### src/core/vilu_defs.vh
`ifndef VILU_DEFS_VH
`define VILU_DEFS_VH
// ****************************************
// Register map and field positions
// ****************************************
`define VILU_ADDR_OPTION 8'hc8
`define VILU_ADDR_LATCH 8'hed
`define VILU_OPT_EL1 6
`define VILU_OPT_ES2 5
`define VILU_OPT_GEN 4
`define VILU_LAT_SYNC_EDGE 7
`define VILU_LAT_SYNC_EN 6
`define VILU_LAT_PWR_FLAG 5
`define VILU_LAT_PWR_EN 4
`define VILU_LAT_PWR_EDGE 3
`define VILU_LAT_NMI_FLAG 2
`define VILU_LAT_NMI_EN 1
`define VILU_LAT_NMI_EDGE 0
// ****************************************
// Vector addresses and reset values
// ****************************************
`define VILU_VEC0_ADDR 12'hffc
`define VILU_VEC1_ADDR 12'hff6
`define VILU_VEC2_ADDR 12'hff4
`define VILU_VEC3_ADDR 12'hff2
`define VILU_VEC4_ADDR 12'hff0
`define VILU_RESET_VEC_ADDR 12'hffe
`define VILU_OPT_RESET 8'h00
// ****************************************
// Core mode encoding
// ****************************************
`define VILU_MODE_NORMAL 2'h0
`define VILU_MODE_INT 2'h1
`define VILU_MODE_NMI 2'h2
`define VILU_MODE_NMI_FROM_INT 2'h3
`endif

### src/core/vilu_unit.v
// Operation
// - Option register at C8h is write-only; whole-byte writes only.
// - Option bit 6 selects vector-1 low level (1) or falling edge (0); resets 0.
// - Option bit 5 picks vector-2 edge, 1 rising; software keeps 0 for timers.
// - Option bit 4 globally enables; when 0 only the non-maskable vector passes.
// - Latch register bits: sync edge, sync en, pwr flag/en/edge, nmi flag/en/edge.
// - Non-maskable and power-in latches capture rising when edge bit 1, else falling.
// - Latched non-maskable raises vector 0, power-in vector 4, only when enabled.
// - Flags read 1 after capture; writing 1 clears the latch.
// - Sync edge bit 1 captures rising sync edges, 0 falling; resets 0.
// - Sync latch feeds vector 2 only when enabled; writing enable 1 clears latch.
// - Reading sync enable gives latch state; reading sync edge gives pin level.
// - Entry swaps flags, pushes PC, inhibits requests, clears edge flop, loads vector.
// - Return restores previous flag set and pops the saved PC.
// - Vector 0 edge request is cleared only by servicing; pre-empts maskable routines.
// - Timer-3 and port requests are ANDed active-low onto vector 1 at 0FF6h.
// - A port held low in level mode re-enters vector 1 right after return.
// - Sync, timer-2 and serial requests ANDed onto vector 2; edge cleared by service.
// - Edge switch to rising while sync high or disabled gives a spurious request.
// - Timer-1 and display channel requests ANDed onto vector 3, low level.
// - Power-in and converter requests ANDed onto vector 4 at 0FF0h, low level.
// - Global disable keeps stored edge requests; they pend when re-enabled.
// - Timer request flags reach the core only while their mask bit is 1.
// - Vector 1 highest to 4 lowest; vector 0 above all; maskables never nest.
// - Requests are sampled in the last cycle of each instruction.
// - After reset the core is in non-maskable mode until the first return.
// - Vector 2 at FF4h and vector 3 at FF2h in the fixed page.
`timescale 1ns/1ps
`include "vilu_defs.vh"
module vilu_unit
(
  // Clock and reset
  input wire clk,
  input wire rst,
  // Data space access from the core
  input wire [7:0] data_addr,
  input wire [7:0] data_wdata,
  input wire data_wr,
  input wire data_rd,
  output reg [7:0] data_rdata,
  output wire data_hit,
  // External pins
  input wire nonmask_pin,
  input wire power_in_pin,
  input wire vsync_pin,
  // Peripheral request lines, active low
  input wire timer3_req_n,
  input wire port_ab_req_n,
  input wire timer2_req_n,
  input wire serial_req_n,
  input wire timer1_req_n,
  input wire ddc_req_n,
  input wire adc_req_n,
  // Raw timer flags with masks
  input wire [2:0] timer_request_flag,
  input wire [2:0] timer_int_mask,
  output wire [2:0] timer_req_to_core,
  // Core sequencer handshake
  input wire instr_last_cycle,
  input wire return_from_interrupt,
  input wire [11:0] pc_in,
  input wire [1:0] flags_in,
  output reg int_take,
  output reg [11:0] vector_addr,
  output reg [11:0] pc_push,
  output reg pc_push_en,
  output reg pc_pop_en,
  output reg [1:0] flags_out,
  output reg [1:0] core_mode
);

  // ****************************************
  // Option and latch control bits
  // ****************************************
  reg vec1_edge_level_sel_reg;
  reg vec2_edge_sel_reg;
  reg global_int_enable_reg;
  reg sync_edge_status_bit_reg;
  reg sync_enable_latch_bit_reg;
  reg power_in_int_enable_reg;
  reg power_in_edge_sel_reg;
  reg nonmask_int_enable_reg;
  reg nonmask_edge_sel_reg;
  reg power_in_latch_flag_reg;
  reg nonmask_latch_flag_reg;
  reg sync_latch_reg;
  reg vec0_pend_reg;
  reg vec1_edge_reg;
  reg vec2_edge_reg;
  reg [1:0] flags_normal_reg;
  reg [1:0] flags_int_reg;
  reg [1:0] flags_nmi_reg;
  reg [11:0] stack_reg [0:1];

  wire wr_opt = data_wr && (data_addr == `VILU_ADDR_OPTION);
  wire wr_lat = data_wr && (data_addr == `VILU_ADDR_LATCH);
  assign data_hit = (data_addr == `VILU_ADDR_OPTION) || (data_addr == `VILU_ADDR_LATCH);

  // ****************************************
  // Pin synchronisers and edge detect
  // ****************************************
  reg [2:0] pin_meta_reg;
  reg [2:0] pin_sync_reg;
  reg [2:0] pin_prev_reg;
  always @(posedge clk)
  begin
    pin_meta_reg <= {vsync_pin, power_in_pin, nonmask_pin};
    pin_sync_reg <= pin_meta_reg;
    pin_prev_reg <= pin_sync_reg;
  end
  wire nmi_s = pin_sync_reg[0];
  wire pwr_s = pin_sync_reg[1];
  wire vs_s = pin_sync_reg[2];
  // Level seen through the edge select: an edge of this level is the trigger
  wire nmi_lvl = nmi_s ~^ nonmask_edge_sel_reg;
  wire nmi_lvl_prev = pin_prev_reg[0] ~^ nonmask_edge_sel_reg;
  wire pwr_lvl = pwr_s ~^ power_in_edge_sel_reg;
  wire pwr_lvl_prev = pin_prev_reg[1] ~^ power_in_edge_sel_reg;
  wire vs_lvl = vs_s ~^ sync_edge_status_bit_reg;
  wire vs_lvl_prev = pin_prev_reg[2] ~^ sync_edge_status_bit_reg;
  // Both levels use the current select, so changing the select while the pin holds steady does not fire
  wire nmi_edge = nmi_lvl && !nmi_lvl_prev;
  wire pwr_edge = pwr_lvl && !pwr_lvl_prev;
  wire vs_edge = vs_lvl && !vs_lvl_prev;

  // ****************************************
  // Request combining
  // ****************************************
  wire nmi_line_n = !(nonmask_latch_flag_reg && nonmask_int_enable_reg);
  wire pwr_line_n = !(power_in_latch_flag_reg && power_in_int_enable_reg);
  wire vs_line_n = !(sync_latch_reg && sync_enable_latch_bit_reg);
  wire vec1_n = timer3_req_n & port_ab_req_n;
  wire vec2_n = vs_line_n & timer2_req_n & serial_req_n;
  wire vec3_n = timer1_req_n & ddc_req_n;
  wire vec4_n = pwr_line_n & adc_req_n;
  assign timer_req_to_core = timer_request_flag & timer_int_mask;

  // Vector 2 edge: a fall of the line seen through the edge select, so a select flip can fire
  reg vec0_prev_reg;
  reg vec1_prev_reg;
  reg vec2_lvl_prev_reg;
  wire vec2_lvl = vec2_n ^ vec2_edge_sel_reg;
  wire vec2_fall = !vec2_lvl && vec2_lvl_prev_reg;
  wire vec1_fall = !vec1_n && vec1_prev_reg;
  wire vec0_fall = nmi_line_n == 1'b0 && vec0_prev_reg;

  wire maskable_ok = global_int_enable_reg && (core_mode == `VILU_MODE_NORMAL);
  wire req1 = vec1_edge_level_sel_reg ? !vec1_n : vec1_edge_reg;
  wire req2 = vec2_edge_reg;
  wire req3 = !vec3_n;
  wire req4 = !vec4_n;
  wire nmi_ok = vec0_pend_reg && (core_mode != `VILU_MODE_NMI) && (core_mode != `VILU_MODE_NMI_FROM_INT);

  // ****************************************
  // Register reads
  // ****************************************
  always @*
  begin
    data_rdata = 8'h00;
    if (data_rd && data_addr == `VILU_ADDR_LATCH)
    begin
      data_rdata[`VILU_LAT_SYNC_EDGE] = vs_s;
      data_rdata[`VILU_LAT_SYNC_EN] = sync_latch_reg;
      data_rdata[`VILU_LAT_PWR_FLAG] = power_in_latch_flag_reg;
      data_rdata[`VILU_LAT_NMI_FLAG] = nonmask_latch_flag_reg;
    end
  end

  // ****************************************
  // Sequencer entry and return
  // ****************************************
  reg take;
  reg take_nmi;
  reg [11:0] take_vec;
  always @*
  begin
    take = 1'b0;
    take_nmi = 1'b0;
    take_vec = `VILU_VEC0_ADDR;
    if (instr_last_cycle)
    begin
      if (nmi_ok)
      begin
        take = 1'b1;
        take_nmi = 1'b1;
      end
      else if (maskable_ok && req1)
      begin
        take = 1'b1;
        take_vec = `VILU_VEC1_ADDR;
      end
      else if (maskable_ok && req2)
      begin
        take = 1'b1;
        take_vec = `VILU_VEC2_ADDR;
      end
      else if (maskable_ok && req3)
      begin
        take = 1'b1;
        take_vec = `VILU_VEC3_ADDR;
      end
      else if (maskable_ok && req4)
      begin
        take = 1'b1;
        take_vec = `VILU_VEC4_ADDR;
      end
    end
  end

  wire [1:0] flags_cur = (core_mode == `VILU_MODE_NORMAL) ? flags_normal_reg :
                         (core_mode == `VILU_MODE_INT) ? flags_int_reg : flags_nmi_reg;

  always @(posedge clk)
  begin
    if (rst)
    begin
      vec1_edge_level_sel_reg <= 1'b0;
      vec2_edge_sel_reg <= 1'b0;
      global_int_enable_reg <= 1'b0;
      sync_edge_status_bit_reg <= 1'b0;
      sync_enable_latch_bit_reg <= 1'b0;
      power_in_int_enable_reg <= 1'b0;
      power_in_edge_sel_reg <= 1'b0;
      nonmask_int_enable_reg <= 1'b0;
      nonmask_edge_sel_reg <= 1'b0;
      power_in_latch_flag_reg <= 1'b0;
      nonmask_latch_flag_reg <= 1'b0;
      sync_latch_reg <= 1'b0;
      vec0_pend_reg <= 1'b0;
      vec1_edge_reg <= 1'b0;
      vec2_edge_reg <= 1'b0;
      vec0_prev_reg <= 1'b1;
      vec1_prev_reg <= 1'b1;
      vec2_lvl_prev_reg <= 1'b1;
      flags_normal_reg <= 2'h0;
      flags_int_reg <= 2'h0;
      flags_nmi_reg <= 2'h0;
      stack_reg[0] <= 12'h000;
      stack_reg[1] <= 12'h000;
      core_mode <= `VILU_MODE_NMI;
      int_take <= 1'b0;
      vector_addr <= `VILU_RESET_VEC_ADDR;
      pc_push <= 12'h000;
      pc_push_en <= 1'b0;
      pc_pop_en <= 1'b0;
      flags_out <= 2'h0;
    end
    else
    begin
      vec0_prev_reg <= nmi_line_n;
      vec1_prev_reg <= vec1_n;
      vec2_lvl_prev_reg <= vec2_lvl;
      if (wr_opt)
      begin
        vec1_edge_level_sel_reg <= data_wdata[`VILU_OPT_EL1];
        vec2_edge_sel_reg <= data_wdata[`VILU_OPT_ES2];
        global_int_enable_reg <= data_wdata[`VILU_OPT_GEN];
      end
      if (wr_lat)
      begin
        sync_edge_status_bit_reg <= data_wdata[`VILU_LAT_SYNC_EDGE];
        sync_enable_latch_bit_reg <= data_wdata[`VILU_LAT_SYNC_EN];
        power_in_int_enable_reg <= data_wdata[`VILU_LAT_PWR_EN];
        power_in_edge_sel_reg <= data_wdata[`VILU_LAT_PWR_EDGE];
        nonmask_int_enable_reg <= data_wdata[`VILU_LAT_NMI_EN];
        nonmask_edge_sel_reg <= data_wdata[`VILU_LAT_NMI_EDGE];
      end
      // Captures win over software clears in the same cycle
      if (nmi_edge)
        nonmask_latch_flag_reg <= 1'b1;
      else if (wr_lat && data_wdata[`VILU_LAT_NMI_FLAG])
        nonmask_latch_flag_reg <= 1'b0;
      if (pwr_edge)
        power_in_latch_flag_reg <= 1'b1;
      else if (wr_lat && data_wdata[`VILU_LAT_PWR_FLAG])
        power_in_latch_flag_reg <= 1'b0;
      if (vs_edge)
        sync_latch_reg <= 1'b1;
      else if (wr_lat && data_wdata[`VILU_LAT_SYNC_EN])
        sync_latch_reg <= 1'b0;
      // Edge flops keep their state through global disable
      if (vec0_fall)
        vec0_pend_reg <= 1'b1;
      else if (take && take_nmi)
        vec0_pend_reg <= 1'b0;
      if (vec1_fall)
        vec1_edge_reg <= 1'b1;
      else if (take && !take_nmi && take_vec == `VILU_VEC1_ADDR)
        vec1_edge_reg <= 1'b0;
      if (vec2_fall)
        vec2_edge_reg <= 1'b1;
      else if (take && !take_nmi && take_vec == `VILU_VEC2_ADDR)
        vec2_edge_reg <= 1'b0;
      int_take <= take;
      pc_push_en <= take;
      pc_pop_en <= 1'b0;
      if (take)
      begin
        vector_addr <= take_vec;
        pc_push <= pc_in;
        if (core_mode == `VILU_MODE_NORMAL)
          flags_normal_reg <= flags_in;
        else
          flags_int_reg <= flags_in;
        stack_reg[1] <= stack_reg[0];
        stack_reg[0] <= pc_in;
        if (take_nmi)
        begin
          flags_out <= flags_nmi_reg;
          core_mode <= (core_mode == `VILU_MODE_INT) ? `VILU_MODE_NMI_FROM_INT : `VILU_MODE_NMI;
        end
        else
        begin
          flags_out <= flags_int_reg;
          core_mode <= `VILU_MODE_INT;
        end
      end
      else if (return_from_interrupt && core_mode != `VILU_MODE_NORMAL)
      begin
        pc_pop_en <= 1'b1;
        vector_addr <= stack_reg[0];
        stack_reg[0] <= stack_reg[1];
        if (core_mode == `VILU_MODE_INT)
          flags_int_reg <= flags_in;
        else
          flags_nmi_reg <= flags_in;
        if (core_mode == `VILU_MODE_NMI_FROM_INT)
        begin
          flags_out <= flags_int_reg;
          core_mode <= `VILU_MODE_INT;
        end
        else
        begin
          flags_out <= flags_normal_reg;
          core_mode <= `VILU_MODE_NORMAL;
        end
      end
      else
        flags_out <= flags_cur;
    end
  end

endmodule

### config.mk
export PLATFORM = sky130hd
export DESIGN_NAME = vilu_unit
export DESIGN_NICKNAME = d
export VERILOG_FILES = /design/src/core/vilu_unit.v
export VERILOG_INCLUDE_DIRS = /design/src /design/src/core
export SDC_FILE = /design/constraint.sdc
export NUM_CORES = 1
export LEC_CHECK = 0
export ABC_AREA = 1
export BUFFER_PORTS_ARGS = -buffer_cell sky130_fd_sc_hd__buf_2
export CAP_MARGIN = 20
export CORE_MARGIN = 5
export CORE_UTILIZATION = 56
export CTS_BUF_LIST = sky130_fd_sc_hd__clkbuf_16
export DETAILED_ROUTE_END_ITERATION = 8
export PLACE_DENSITY = 0.92
export SYNTH_ARGS = -nofsm -noshare
export SYNTH_HDL_FRONTEND = slang
export SYNTH_SLANG_ARGS = --single-unit
export TNS_END_PERCENT = 50
### constraint.sdc
create_clock -name clk -period 5.1 [get_ports clk]
set_clock_uncertainty 0.2 [all_clocks]
set_input_delay 0.765 -clock clk [delete_from_list [all_inputs] [get_ports clk]]
set_output_delay 0.765 -clock clk [all_outputs]
set_load 0.01 [all_outputs]
Word-level counts from Yosys, hierarchy flattened. Memories as Yosys holds them, arrays and structs flattened. Index checks and enable logic that the tools add are counted.

Input bits: 52. RAM bits: 24. Memories: 1. Bits in registers: 63. Output and inout port bits: 43. Logic and storage cells: 168.

Memories: stack_reg (words 2, bits a word 12, rd ports 2, clocked after Yosys merged registers in 0, write ports 2, RTL line vilu_unit.v:93) `reg [11:0] stack_reg [0:1];`.

Bitwise operators: 18. Eq/ne operators: 9. Reduce and logical (&&, ||, !) cells: 52. Muxes and demuxes: 58.

Operators with widths (number): $mux 12 (5); $mux 1 (33); $logic_and 1x1->1 (27); $mux 2 (13); $eq 12x12->1 const B (2); $mux 4 (6); $reduce_bool 2->1 (9); $eq 8x8->1 const B (2); $logic_not 1->1 (11); $ne 2x2->1 const B (3); $reduce_and 3->1 (2); $xnor 1x1->1 (6); $and 1x1->1 (5); $and 3x3->3 (1); $mux 3 (1); $or 1x1->1 (3); $eq 2x1->1 const B (1); $eq 2x2->1 const B (1); $logic_not 2->1 (1); $not 1->1 (2); $reduce_and 2->1 (1); $logic_or 1x1->1 (1); $xor 1x1->1 (1).

Longest topological paths before layout.
Depth in word-level cells: 16. Depth in mapped cells: 12. Depth with buffers taken out: 12.

Least setup slack after synthesis. No wires, ideal clock.

Path kind: input port to output port. Start: input port data_addr[1]. End: output port data_hit. Stages: 3. Path buffers: 0. Setup slack: 2.586 ns. Data required time: 4.135 ns. Arrival: 1.549 ns. Path through: or2_2 > nor4_1 > or2_2.

Cells in the longest elaborated chain, start to end: 2. Elaborated cells between the ends (all ways): 3. Those cells by class: 2 x eq/ne; 1 x reduce/logical.

RTL lines: start: declaration (RTL line vilu_unit.v:36) `input wire [7:0] data_addr,`; $eq 8x8->1 (no line); $logic_or 1x1->1 (*) (RTL line vilu_unit.v:97) `` assign data_hit = (data_addr == `VILU_ADDR_OPTION) || (data_addr == `VILU_ADDR_LATCH); ``; end: declaration (RTL line vilu_unit.v:41) `output wire data_hit,`.

Every way passes the cells marked *; elsewhere a longest branch is shown, timed or not.

Worst setup path after layout. Same ends and word-level chain as after synthesis.

==> results.yml <==
placement:
  placed_cell_area_mm2: 0.003961
  place_ws_ps: 2227
  io_buffers: 90
  place_congestion: 0.9566
  hpwl_um: 5569
power:
  irDropWorstVdd_mv: 0.2330
  seq_power_share_pct: 48.2
  netSwitchingFraction_pct: 22.83
  power.switching_mw: 0.3603
  comb_power_share_pct: 7.7
  p_leak_nw: 2.012
  p_int_mw: 1.218
  powerDensity_mw_per_mm2: 368.7
  power_frac_clock_pct: 44.1
finish:
  diodes: 0
  fin_util_pct: 71.47
  largest_reg_flops: 24
  final_area_mm2: 0.004282
  nNetsFinal: 565
  drive_gt1_share_pct: 22.39
  fillers: 444
  synthToLayoutAreaGrowth_pct: 22.00
floorplan:
  die_y_um: 89.17
  rows: 28
  start_util_pct: 58.58
  core-area_mm2: 0.005991
  die-width_um: 89.17
  io_pins: 95
  die_area_mm2: 0.007950
sta:
  rsz0062_at_grt: "no"
  setup_viol: 0
  finalCritPeriodShare_pct: 54.74
  hold_viol: 0
  tightest_slew_ps: 713.0
  slew_viol_final: 0
  fin_ws_ps: 2308
  slew_headroom_pct: 52.42
  max_freq_mhz: 358.2
  fin_crit_ps: 2792
  tns_ps: 0
worst_setup_path:
  criticalPathCategory: "primary input to output pin"
  crit_path_start_kind: "primary input"
  worstPathArrival_ps: 1830
  critPathMaxStageDelay_ps: 380
  cp_slowest_cell: "nor4_1"
  crit_fanout: 3
  reg2reg_slack_ps: 2520
  required_ps: 4140
  end_kind: "output pin"
  cp_cell_sequence: "buf_2, or2_2, nor4_1, or2_2, buf_2"
synth:
  synthCells: 426
  yosys-top-cells-area: "dfxtp_1, edfxtp_1, nand2_1, inv_1, nand3_1"
  async_flop_share_pct: 0
  synth_top_area_cell: "dfxtp_1"
  synth_cell_types: 28
  synth.most_common_cell: "nand2_1"
  yosysSeqAreaShare_pct: 56.47
  syn_avg_cell_area_um2: 8.239
  yosysTopAreaCellShare_pct: 35.94
  synth_common_cells: "nand2_1, dfxtp_1, inv_1, nor2_1, nand3_1"
  synth_seq_cells: 87
  synth-edff-count: 24
  synth_flop_cell: "dfxtp_1"
  yosysWarningCount: 0
  synth.cell_area_mm2: 0.003510
cts:
  clockBufferDepth: 2
  cts_setup_buffers: 0
  cts_resized: 0
  cts_root_buffer: "clkbuf_16"
  holdBufCountCts: 0
  cts_sinks: 87
  clkTransAtPathRegs_ps: 60
  clkLatencyLatePin_ps: 330
  tritoncts: "built"
  cts_buffers: 9
  cts_max_level: 3
global_routing:
  grt_pass1_wl_um: 13010
  grt_max_degree: 38
  gr-usage-all-layers_pct: 21.31
  antenna_found_initial: 0
  overflow: 0
  first_global_vias: 2907
routing:
  drt-total-wl_um: 7838
  vias_per_cell: 5.189
  ant_nets: 0
  num_vias: 3077
  wl_per_cell_um: 13.22
  drc: 0
  drt-pass1-iter-count: 6
  drt_iter0_markers: 212
outcome:
  status: "finished clean"
hold_path:
  hp-class: "flop to flop"
flow_run:
  max_cap_viol_count: 0
==> cell families after synthesis <==
group | count (synthesis) | synth area share (%)
AND/OR/NAND/NOR | 195 | 23.96
other | 1 | 0.1068
flip-flops | 87 | 56.47
XOR/XNOR | 1 | 0.2496
AO/OA/AOI/OAI | 68 | 10.16
buffers and inverters | 74 | 9.055
==> power by group through the flow <==
stage	Clock (mW)	Sequential [mW]	Combinational, mW
floorplan	0	0.776	0.0700
global placement	0	0.774	0.117
detailed placement	0	0.775	0.120
CTS	0.703	0.761	0.122
global route	0.734	0.764	0.139
finish	0.695	0.761	0.122
==> worst max-delay path: cells and delay by family <==
family,cells,cell delay (ps)
buffers and inverters,2,220
AND/OR/NAND/NOR,3,850
==> through the flow <==
stage                     hold WS (ps)  total power, mW  cells
after CTS                        126.2            1.585    593
after global placement           111.6           0.8904    577
final                            127.0            1.579    593
after floorplan                  109.6           0.8464    429
after global routing             136.4            1.637    593
after detailed placement         113.5           0.8956    577
==> placed cells by master (no fill, tap or decap), types with 2 or more instances in the layout <==
master     instances
nand2_1          106
buf_2             90
dfxtp_1           63
inv_1             56
nor2_1            38
nand3_1           35
a21oi_1           25
edfxtp_1          24
o21ai_1           23
o21ai_0           15
clkbuf_16          9
conb_1             4
nand2_2            3
or2_2              3
nand2_4            2
nor3_1             2
nand4_1            2
a221oi_1           2
clkinv_1           2
bufinv_16          2
==> per-layer routing <==
metal / share of wire [%] / vias to the layer above / track usage, %
met5: 0 / - / 0
met4: 2.3 / 0 / 9.202
met3: 8.0 / 20 / 4.885
met2: 48 / 137 / 34.90
met1: 42 / 1381 / 27.06
li1: - / 1539 / -
==> area by class of cell <==
class	instances	area [µm²]	area share, %
sequential	87	1982	46.29
multi-input combinational	268	1221	28.52
timing repair buffer	90	450.4	10.52
clock buffer	9	225.2	5.260
inverter	57	214.0	4.997
clock inverter	7	95.09	2.221
tap	75	93.84	2.192
==> worst paths after layout <==
check	cells past startpoint	endpoint	start
min	0	pin_sync_reg[0]	pin_meta_reg[0]
max	5	data_hit	data_addr[1]
max reg2reg	7	stack_reg[0][7]	core_mode[1]
min reg2reg	0	pin_sync_reg[0]	pin_meta_reg[0]
No activity file was read; power rests on OpenSTA's default activity.
